### src/core/eisb_defines.vh
// Function
// - Writing one to a flag clears it
// - Bit 31 set while software enable high
// - Bit 25 set when stop requested, transmitter halted
// - Bit 24 set when receiver halted
// - Bit 23 set as drop counter enters 80000000h
// - Bit 21 set when marked buffer loaded
// - Bit 20 set when transfer count drained
// - Bit 19 set when timer wraps to FFFFh
// - Bit 18 mirrors transceiver event, read-only
// - Bit 17 power event, independent of wake pin
// - Only a byte-test write ends low power
// - Power event interrupt bypasses hold-off interval
// - Bit 16 set on transmit status overflow
// - Bit 15 set on frame above 2048 bytes
// - Bits 14, 13 set on receive, transmit error
// - Bit 10 set on write into full FIFO
// - Bit 9 set when free space exceeds threshold
// - Bits 8, 4 set when status FIFOs full
// - Bit 7 set on transmit status level
// - Bit 3 set on receive status level
// - Bit 6 set on each dropped frame
// - Bits 2 to 0 set by pin events
// - Flags other than bit 31 update whatever the enable mask says
// - Master line high on any enabled flag
`ifndef EISB_DEFINES_VH
`define EISB_DEFINES_VH

// ****************************************
// Register offsets
// ****************************************
`define EISB_CFG_OFS 8'h54
`define EISB_STS_OFS 8'h58
`define EISB_EN_OFS 8'h5C
`define EISB_BYTE_TEST_OFS 8'h64

// ****************************************
// Values and masks
// ****************************************
`define EISB_BYTE_TEST_VAL 32'h87654321
`define EISB_CLEAR_MASK 32'h83BBE7DF
`define EISB_IMPL_MASK 32'h83BFE7DF
`define EISB_RESET_ZERO 32'h00000000
`define EISB_MASTER_POS 12

// ****************************************
// Flag positions
// ****************************************
`define EISB_B_SW 31
`define EISB_B_TXSTOP 25
`define EISB_B_RXSTOP 24
`define EISB_B_DROPHALF 23
`define EISB_B_TXDONE 21
`define EISB_B_RXDRAIN 20
`define EISB_B_TIMER 19
`define EISB_B_XCVR 18
`define EISB_B_PWR 17
`define EISB_B_TSOVF 16
`define EISB_B_OVERSIZE 15
`define EISB_B_RXERR 14
`define EISB_B_TXERR 13
`define EISB_B_TDOVR 10
`define EISB_B_TXSPACE 9
`define EISB_B_TSFULL 8
`define EISB_B_TSLEVEL 7
`define EISB_B_DROP 6
`define EISB_B_RSFULL 4
`define EISB_B_RSLEVEL 3

// ****************************************
// Event thresholds
// ****************************************
`define EISB_DROP_BEFORE 32'h7FFFFFFF
`define EISB_DROP_HALF 32'h80000000
`define EISB_TIMER_ZERO 16'h0000
`define EISB_TIMER_WRAP 16'hFFFF
`define EISB_RX_MAX_LEN 14'h0800
`define EISB_CNT_LAST 12'h001

`endif

### src/core/eisb_irq_status.v
`timescale 1ns/1ps
`include "eisb_defines.vh"

module eisb_irq_status (
	// Clock and reset
	input wire clk,
	input wire rstn,
	// Register port
	input wire [7:0] reg_addr,
	input wire [31:0] reg_wdata,
	input wire reg_wr,
	input wire reg_rd,
	output wire [31:0] reg_rdata,
	// Transmit engine
	input wire tx_stop_request,
	input wire tx_halted,
	input wire tx_buffer_loaded,
	input wire completion_notify_mark,
	input wire tx_error,
	// Receive engine
	input wire rx_halted,
	input wire rx_error,
	input wire rx_frame_end,
	input wire [13:0] rx_frame_len,
	input wire rx_frame_dropped,
	input wire [31:0] rx_drop_count,
	// Receive data transfer
	input wire [11:0] rx_transfer_count,
	input wire rx_dword_read,
	// Transmit data FIFO
	input wire tx_data_full,
	input wire tx_data_write,
	input wire [7:0] tx_free_blocks,
	input wire [7:0] tx_space_level,
	// Status FIFOs
	input wire tx_status_overflow,
	input wire tx_status_full,
	input wire [7:0] tx_status_used,
	input wire [7:0] tx_status_level,
	input wire rx_status_full,
	input wire [7:0] rx_status_used,
	input wire [7:0] rx_status_level,
	// Timer, transceiver, power, pins
	input wire [15:0] timer_value,
	input wire transceiver_event,
	input wire power_event,
	input wire sleep_request,
	input wire [2:0] pin_events,
	// Interrupt and power outputs
	output wire irq_master,
	output wire power_irq,
	output wire low_power
);

// ****************************************
// Declarations
// ****************************************
reg [31:0] rdata_r;
reg [31:0] rdata_nxt;
reg [31:0] enable_r;
reg [31:0] enable_nxt;
reg irq_master_r;
reg irq_master_nxt;
reg power_irq_r;
reg power_irq_nxt;
reg low_power_r;
reg low_power_nxt;
reg [6:0] level_prev_r;
reg [31:0] drop_prev_r;
reg [15:0] timer_prev_r;
reg prev_valid_r;
reg xcvr_r;
reg [6:0] level_prev_nxt;
reg [31:0] drop_prev_nxt;
reg [15:0] timer_prev_nxt;
reg prev_valid_nxt;
reg xcvr_nxt;
wire [6:0] level_now;
wire [6:0] level_rise;
wire [31:0] set_vec;
wire [31:0] clr_vec;
wire [31:0] flags;
wire [31:0] enabled_flags;
reg sts_hit;
reg en_hit;
reg cfg_hit;
reg bt_hit;
wire sts_clear_wr;
wire en_wr;
wire wake_wr;

// ****************************************
// Address decode
// ****************************************
// Exact eight-bit compare; a partial decode would let a write to a
// neighbouring offset clear flags by accident.
always @* begin
	sts_hit = 1'h0;
	en_hit = 1'h0;
	cfg_hit = 1'h0;
	bt_hit = 1'h0;
	case (reg_addr)
		`EISB_STS_OFS: begin
			sts_hit = 1'h1;
		end
		`EISB_EN_OFS: begin
			en_hit = 1'h1;
		end
		`EISB_CFG_OFS: begin
			cfg_hit = 1'h1;
		end
		`EISB_BYTE_TEST_OFS: begin
			bt_hit = 1'h1;
		end
		default: begin
			sts_hit = 1'h0;
		end
	endcase
end

assign sts_clear_wr = reg_wr & sts_hit;
assign en_wr = reg_wr & en_hit;
assign wake_wr = reg_wr & bt_hit;

// ****************************************
// Level conditions and edge detect
// ****************************************
// Level sources are turned into one-shot events so that a clear
// sticks while the condition lasts; it sets again on the next rise.
assign level_now[0] = tx_stop_request & tx_halted;
assign level_now[1] = rx_halted;
assign level_now[2] = tx_free_blocks > tx_space_level;
assign level_now[3] = tx_status_full;
assign level_now[4] = tx_status_used > tx_status_level;
assign level_now[5] = rx_status_full;
assign level_now[6] = rx_status_used > rx_status_level;
assign level_rise = level_now & ~level_prev_r;

always @* begin
	level_prev_nxt = level_now;
	drop_prev_nxt = rx_drop_count;
	timer_prev_nxt = timer_value;
	prev_valid_nxt = 1'h1;
	xcvr_nxt = transceiver_event;
end

always @(posedge clk) begin
	if (!rstn) begin
		level_prev_r <= 7'h00;
		drop_prev_r <= `EISB_RESET_ZERO;
		timer_prev_r <= `EISB_TIMER_ZERO;
		prev_valid_r <= 1'h0;
		xcvr_r <= 1'h0;
	end else begin
		level_prev_r <= level_prev_nxt;
		drop_prev_r <= drop_prev_nxt;
		timer_prev_r <= timer_prev_nxt;
		prev_valid_r <= prev_valid_nxt;
		xcvr_r <= xcvr_nxt;
	end
end

// ****************************************
// Event sources
// ****************************************
// Sources other than the software flag are never gated by the enable mask
// Software flag is set while its enable bit is high and held until cleared
assign set_vec[`EISB_B_SW] = enable_r[`EISB_B_SW];
assign set_vec[30:26] = 5'h00;
// Stop requested and transmitter at rest
assign set_vec[`EISB_B_TXSTOP] = level_rise[0];
// Receiver at rest
assign set_vec[`EISB_B_RXSTOP] = level_rise[1];
// Drop counter steps into its upper half
assign set_vec[`EISB_B_DROPHALF] = prev_valid_r & (drop_prev_r == `EISB_DROP_BEFORE) &
	(rx_drop_count == `EISB_DROP_HALF);
assign set_vec[22] = 1'h0;
// Marked buffer fully loaded
assign set_vec[`EISB_B_TXDONE] = tx_buffer_loaded & completion_notify_mark;
// Last programmed dword read out
assign set_vec[`EISB_B_RXDRAIN] = rx_dword_read & (rx_transfer_count == `EISB_CNT_LAST);
// Timer passes zero to all ones
assign set_vec[`EISB_B_TIMER] = prev_valid_r & (timer_prev_r == `EISB_TIMER_ZERO) &
	(timer_value == `EISB_TIMER_WRAP);
// Mirror only; not held here
assign set_vec[`EISB_B_XCVR] = 1'h0;
// Power event sets regardless of the wake pin
assign set_vec[`EISB_B_PWR] = power_event;
// Transmit status overflow
assign set_vec[`EISB_B_TSOVF] = tx_status_overflow;
// Oversize frame at its end
assign set_vec[`EISB_B_OVERSIZE] = rx_frame_end & (rx_frame_len > `EISB_RX_MAX_LEN);
// Receive and transmit errors
assign set_vec[`EISB_B_RXERR] = rx_error;
assign set_vec[`EISB_B_TXERR] = tx_error;
assign set_vec[12:11] = 2'h0;
// Write while the data FIFO is already full
assign set_vec[`EISB_B_TDOVR] = tx_data_write & tx_data_full;
// Free space above threshold
assign set_vec[`EISB_B_TXSPACE] = level_rise[2];
// Status FIFOs become full
assign set_vec[`EISB_B_TSFULL] = level_rise[3];
assign set_vec[`EISB_B_RSFULL] = level_rise[5];
// Transmit status level
assign set_vec[`EISB_B_TSLEVEL] = level_rise[4];
// Every dropped frame
assign set_vec[`EISB_B_DROP] = rx_frame_dropped;
assign set_vec[5] = 1'h0;
// Receive status level
assign set_vec[`EISB_B_RSLEVEL] = level_rise[6];
// One flag per pin
assign set_vec[2:0] = pin_events;

// ****************************************
// Host clear
// ****************************************
// Zero bits and reserved bits are left alone
assign clr_vec = {32{sts_clear_wr}} & reg_wdata & `EISB_CLEAR_MASK;

// ****************************************
// Flag bank
// ****************************************
genvar gi;
generate
	for (gi = 0; gi < 32; gi = gi + 1) begin : g_flag
		if (((`EISB_CLEAR_MASK >> gi) & 1) == 1) begin : g_held
			eisb_flag_bit u_bit (
				.clk(clk),
				.rstn(rstn),
				.set(set_vec[gi]),
				.clr(clr_vec[gi]),
				.q(flags[gi])
			);
		end else if (gi == `EISB_B_XCVR) begin : g_mirror
			// Host writes cannot touch it; cleared at the source
			assign flags[gi] = xcvr_r;
		end else begin : g_resv
			// Reserved reads as zero
			assign flags[gi] = 1'h0;
		end
	end
endgenerate

// ****************************************
// Enable mask
// ****************************************
always @* begin
	enable_nxt = enable_r;
	// Reserved enable bits are dropped so they read back as zero
	if (en_wr) begin
		enable_nxt = reg_wdata & `EISB_IMPL_MASK;
	end
end

always @(posedge clk) begin
	if (!rstn) begin
		enable_r <= `EISB_RESET_ZERO;
	end else begin
		enable_r <= enable_nxt;
	end
end

// ****************************************
// Interrupt lines
// ****************************************
// The master line trails the flags by one cycle, so a flag cleared
// by the host keeps the line up for that one extra cycle.
assign enabled_flags = flags & enable_r;

always @* begin
	// Any enabled flag drives the master line
	irq_master_nxt = |enabled_flags;
	// Separate path, never held off by a deassertion timer
	power_irq_nxt = enabled_flags[`EISB_B_PWR];
end

always @(posedge clk) begin
	if (!rstn) begin
		irq_master_r <= 1'h0;
		power_irq_r <= 1'h0;
	end else begin
		irq_master_r <= irq_master_nxt;
		power_irq_r <= power_irq_nxt;
	end
end

// ****************************************
// Low power state
// ****************************************
// Power events and the wake pin are deliberately ignored here; a
// host that forgets the byte-test write leaves the device asleep.
always @* begin
	low_power_nxt = low_power_r;
	if (wake_wr) begin
		low_power_nxt = 1'h0;
	end else if (sleep_request) begin
		low_power_nxt = 1'h1;
	end
end

always @(posedge clk) begin
	if (!rstn) begin
		low_power_r <= 1'h0;
	end else begin
		low_power_r <= low_power_nxt;
	end
end

// ****************************************
// Read data
// ****************************************
// Read data is registered, so it shows the flags as they stood in
// the strobe cycle; unmapped offsets answer zero.
always @* begin
	rdata_nxt = `EISB_RESET_ZERO;
	if (reg_rd) begin
		if (sts_hit) begin
			rdata_nxt = flags;
		end else if (en_hit) begin
			rdata_nxt = enable_r;
		end else if (cfg_hit) begin
			rdata_nxt[`EISB_MASTER_POS] = irq_master_r;
		end else if (bt_hit) begin
			rdata_nxt = `EISB_BYTE_TEST_VAL;
		end
	end
end

always @(posedge clk) begin
	if (!rstn) begin
		rdata_r <= `EISB_RESET_ZERO;
	end else begin
		rdata_r <= rdata_nxt;
	end
end

// ****************************************
// Outputs
// ****************************************
assign reg_rdata = rdata_r;
assign irq_master = irq_master_r;
assign power_irq = power_irq_r;
assign low_power = low_power_r;

endmodule // eisb_irq_status

### src/core/eisb_flag_bit.v
`timescale 1ns/1ps
module eisb_flag_bit (
	// Clock and reset
	input wire clk,
	input wire rstn,
	// Event and host clear
	input wire set,
	input wire clr,
	// Held flag
	output wire q
);

reg flag_r;
wire flag_nxt;

// Hold until cleared; a fresh event beats the clear
assign flag_nxt = set | (flag_r & ~clr);

always @(posedge clk) begin
	if (!rstn) begin
		flag_r <= 1'h0;
	end else begin
		flag_r <= flag_nxt;
	end
end

assign q = flag_r;

endmodule // eisb_flag_bit

### config.mk
export PLATFORM = sky130hd
export DESIGN_NAME = eisb_irq_status
export DESIGN_NICKNAME = d
export VERILOG_FILES = /design/src/core/eisb_irq_status.v /design/src/core/eisb_flag_bit.v
export VERILOG_INCLUDE_DIRS = /design/src /design/src/core
export SDC_FILE = /design/constraint.sdc
export NUM_CORES = 1
export LEC_CHECK = 0
export ABC_AREA = 0
export BUFFER_PORTS_ARGS = -buffer_cell sky130_fd_sc_hd__buf_2
export CORE_MARGIN = 1.5
export CORE_UTILIZATION = 47
export CTS_CLUSTER_SIZE = 10
export DETAILED_ROUTE_END_ITERATION = 12
export GPL_ROUTABILITY_DRIVEN = 1
export PLACE_DENSITY = 0.79
export SETUP_SLACK_MARGIN = 0.02
export SLEW_MARGIN = 20
export SYNTH_ARGS = -nofsm -noshare
export SYNTH_HDL_FRONTEND = slang
export SYNTH_SLANG_ARGS = --single-unit
### constraint.sdc
create_clock -name clk -period 2.3 [get_ports clk]
set_input_delay 0.46 -clock clk [delete_from_list [all_inputs] [get_ports clk]]
set_output_delay 0.46 -clock clk [all_outputs]
set_load 0.005 [all_outputs]
==> impl_metrics.env <==
export IMPL_io_buffers=207
export IMPL_h_tree_depth=4
export IMPL_startpoint_type="input port"
export IMPL_die_y_microns=108
export IMPL_synth_seq_cells=130
export IMPL_cts_buffer_depth=2
export IMPL_setup_viol=0
export IMPL_grt_total_usage_pct=24.2
export IMPL_drtPass1Iterations=7
export IMPL_viasPerCell=5.25
export IMPL_synth_async_sr_flop_share_pct=0
export IMPL_grt_pass1_wl_microns=21800
export IMPL_synth_cell_area_sq_um=5160
export IMPL_cts_setup_buffers=0
export IMPL_ys_seq_area_share_pct=50.4
export IMPL_drtIter0Drc=249
export IMPL_drt_total_wl_microns=13700
export IMPL_grt_overflow_total=0
export IMPL_path_cells="buf_2 -> or3b_4 -> or4b_4 -> nor3b_2 -> nor2_2 -> a21oi_1"
export IMPL_yosys_most_used_dff="dfxtp_1"
export IMPL_clock_power_share_pct=48.7
export IMPL_io_pins=222
export IMPL_avgSynthCellArea_sq_um=8.98
export IMPL_die_area_sq_um=11600
export IMPL_synth_largest_area_cell="dfxtp_1"
export IMPL_start_util_pct=47.8
export IMPL_wire_per_inst_microns=14.5
export IMPL_critical_path_slowest_cell="or4b_4"
export IMPL_whs_path_depth=3
export IMPL_worst_ep_arrival_time_ns=2.09
export IMPL_combPwrFrac_pct=7.7
export IMPL_synth_top_area_share_pct=50.4
export IMPL_rows=38
export IMPL_clock_latency_ns=0.51
export IMPL_grt_start_max_net_pins=32
export IMPL_fmax_ghz=0.603
export IMPL_dp_cells=911
export IMPL_drc=0
export IMPL_intPower_mw=4.26
export IMPL_grt_pass1_vias=4826
export IMPL_setup_tns_final_ns=0
export IMPL_leakage_nw=3.18
export IMPL_period_needed_ns=1.66
export IMPL_synth_edf_count=0
export IMPL_placed_area_sq_um=6360
export IMPL_skew_ns=0.00518
export IMPL_final_cell_count_no_fill=943
export IMPL_post_cts_resized=0
export IMPL_antenna_found_initial=0
export IMPL_slew_limit_headroom_pct=59.8
export IMPL_ys_warn_count=0
export IMPL_area_growth_pct=35.0
export IMPL_drtAntennaViolNets=0
export IMPL_synth_cells=575
export IMPL_fillerInstances=885
export IMPL_rsz0062_at_grt="no"
export IMPL_period_share_pct=72.1
export IMPL_top_layer="met4"
export IMPL_num_antenna_cells=0
export IMPL_switchingPower_mw=1.20
export IMPL_slew_viol_final=0
export IMPL_status="finished, final reports clean"
export IMPL_cts_sinks=130
export IMPL_vdd_drop_max_v=0.000483
export IMPL_cts_tree="yes"
export IMPL_cts_buffers=17
export IMPL_p_per_area_nw_per_um2=783
export IMPL_drt_met1_wl_microns=5350
export IMPL_crit_required_ns=2.74
export IMPL_max_cap_violations=0
export IMPL_synth_area_leaders="dfxtp_1 (50%), nand2_1 (6.4%), and2_1 (6.1%), ha_1 (5.8%), a21oi_1 (4.8%)"
export IMPL_nets=1001
export IMPL_end_kind="flop"
export IMPL_clockRootBuffer="clkbuf_8"
export IMPL_clkTransAtPathRegs_ns=0.06
export IMPL_design_area_sq_um=6970
export IMPL_path_max_fanout=10
export IMPL_timing_hold_violations_final=0
export IMPL_pwr_share_seq_pct=43.6
export IMPL_ctsHoldBuffers=0
export IMPL_ff2ff_path_depth=5
export IMPL_switching_share_pct=21.9
export IMPL_worst_pin_slew_ns=0.601
export IMPL_crit_type="in -> reg"
export IMPL_min_path_type="in -> reg"
export IMPL_wl_met2_microns=7010
export IMPL_core_area_sq_um=10800
export IMPL_num_vias=4954
export IMPL_max_stage_delay_ns=0.50
export IMPL_wl_met3_microns=946
export IMPL_yosysUniqueCellTypes=50
export IMPL_place_congestion=0.855
export IMPL_dp_final_hpwl_microns=10400
export IMPL_die_x_microns=108
export IMPL_drive_gt1_share_pct=32.8
[cells in the final DEF (no fill, tap or decap), types with 17 or more instances in the layout]
master,n
buf_2,207
dfxtp_1,130
nand2_1,88
and2_1,50
a21oi_1,50
inv_1,33
nor2_1,32
a22oi_1,24
ha_1,24
o21ai_0,17
[sequential cells by signal, summed over array words and instances (netlist names), 7 cells and up]
name                   cells
enable_r                  23
timer_prev_r              16
level_prev_r               7
g_flag.g_held.u_bit.q     22
reg_rdata                 25
drop_prev_r               32
[Yosys cell counts (2+ instances only)]
cell type / number
and2_1: 50
nor2_1: 32
ha_1: 24
or3_1: 3
and3_1: 5
nand2_1: 88
nand3_1: 9
inv_1: 33
a21oi_1: 50
nor2b_1: 3
nor4_2: 3
a32o_1: 2
o21ai_0: 17
dfxtp_1: 130
clkbuf_1: 20
nor3_2: 2
o21a_1: 2
buf_4: 7
nand4_1: 16
and4b_1: 2
a21o_1: 7
nor4_1: 14
nor3_1: 3
a22oi_1: 24
nor4b_1: 2
o31ai_1: 2
a221o_1: 2
[cell families (layout without fill, tap and decap cells)]
group                    count (synthesis)  after routing  share of synthesized area [%]
flip-flops                             130            130                           50.4
other                                    1              5                         0.0727
buffers and inverters                   62            286                           5.04
AND/OR/NAND/NOR                        243            243                           24.8
adder cells (fa/ha/maj)                 24             24                           5.82
AO/OA/AOI/OAI                          115            115                           13.8
[stage by stage]
stage	power, mW	setup WS [ns]	hold WS (ns)	util (%)
CTS	5.50	0.668	0.135	64.5
global route	5.66	0.504	0.145	64.5
detailed placement	2.85	0.137	0.417	59.0
finish	5.46	0.643	0.150	64.5
global placement	2.82	0.187	0.399	59.0
floorplan	2.61	0.419	0.399	-
[power by group through the flow]
stage | Clock [mW] | Sequential [mW] | Combinational (mW)
after floorplan | 0 | 2.41 | 0.199
after global placement | 0 | 2.42 | 0.400
after detailed placement | 0 | 2.43 | 0.420
after CTS | 2.69 | 2.38 | 0.424
after global routing | 2.79 | 2.39 | 0.475
final | 2.66 | 2.38 | 0.420
[path summary, 6_finish.rpt]
kind,from,to,slack [ns]
worst max-delay path,reg_addr[1],reg_rdata[8]$_SDFF_PN0_,0.64
worst min-delay path,rx_halted,level_prev_r[1]$_SDFF_PN0_,0.15
worst max register to register,drop_prev_r[14]$_SDFF_PN0_,g_flag[23].g_held.u_bit.q$_SDFF_PN0_,0.88
worst min register to register,level_prev_r[4]$_SDFF_PN0_,g_flag[7].g_held.u_bit.q$_SDFF_PN0_,0.42
[worst max-delay path: cells and delay by family]
| kind | cells | cell delay, ns |
|---|---|---|
| AO/OA/AOI/OAI | 1 | 0.17 |
| buffers and inverters | 1 | 0.10 |
| AND/OR/NAND/NOR | 4 | 1.35 |
[metal layers]
metal  up-vias  global-route usage [%]
li1       2407                       -
met1      2302                    26.4
met2       210                    43.7
met3        35                    6.96
met4         0                    10.2
met5         -                       0
[cell type report]
type | instances | area [sq um] | share of cell area (%)
tap | 140 | 175 | 2.51
timing repair buffer | 221 | 1140 | 16.4
clock inverter | 13 | 160 | 2.30
sequential | 130 | 2600 | 37.4
inverter | 33 | 124 | 1.78
clock buffer | 19 | 442 | 6.34
multi-input combinational | 387 | 2320 | 33.3
Note: power is estimated with default switching activity, not from simulation.
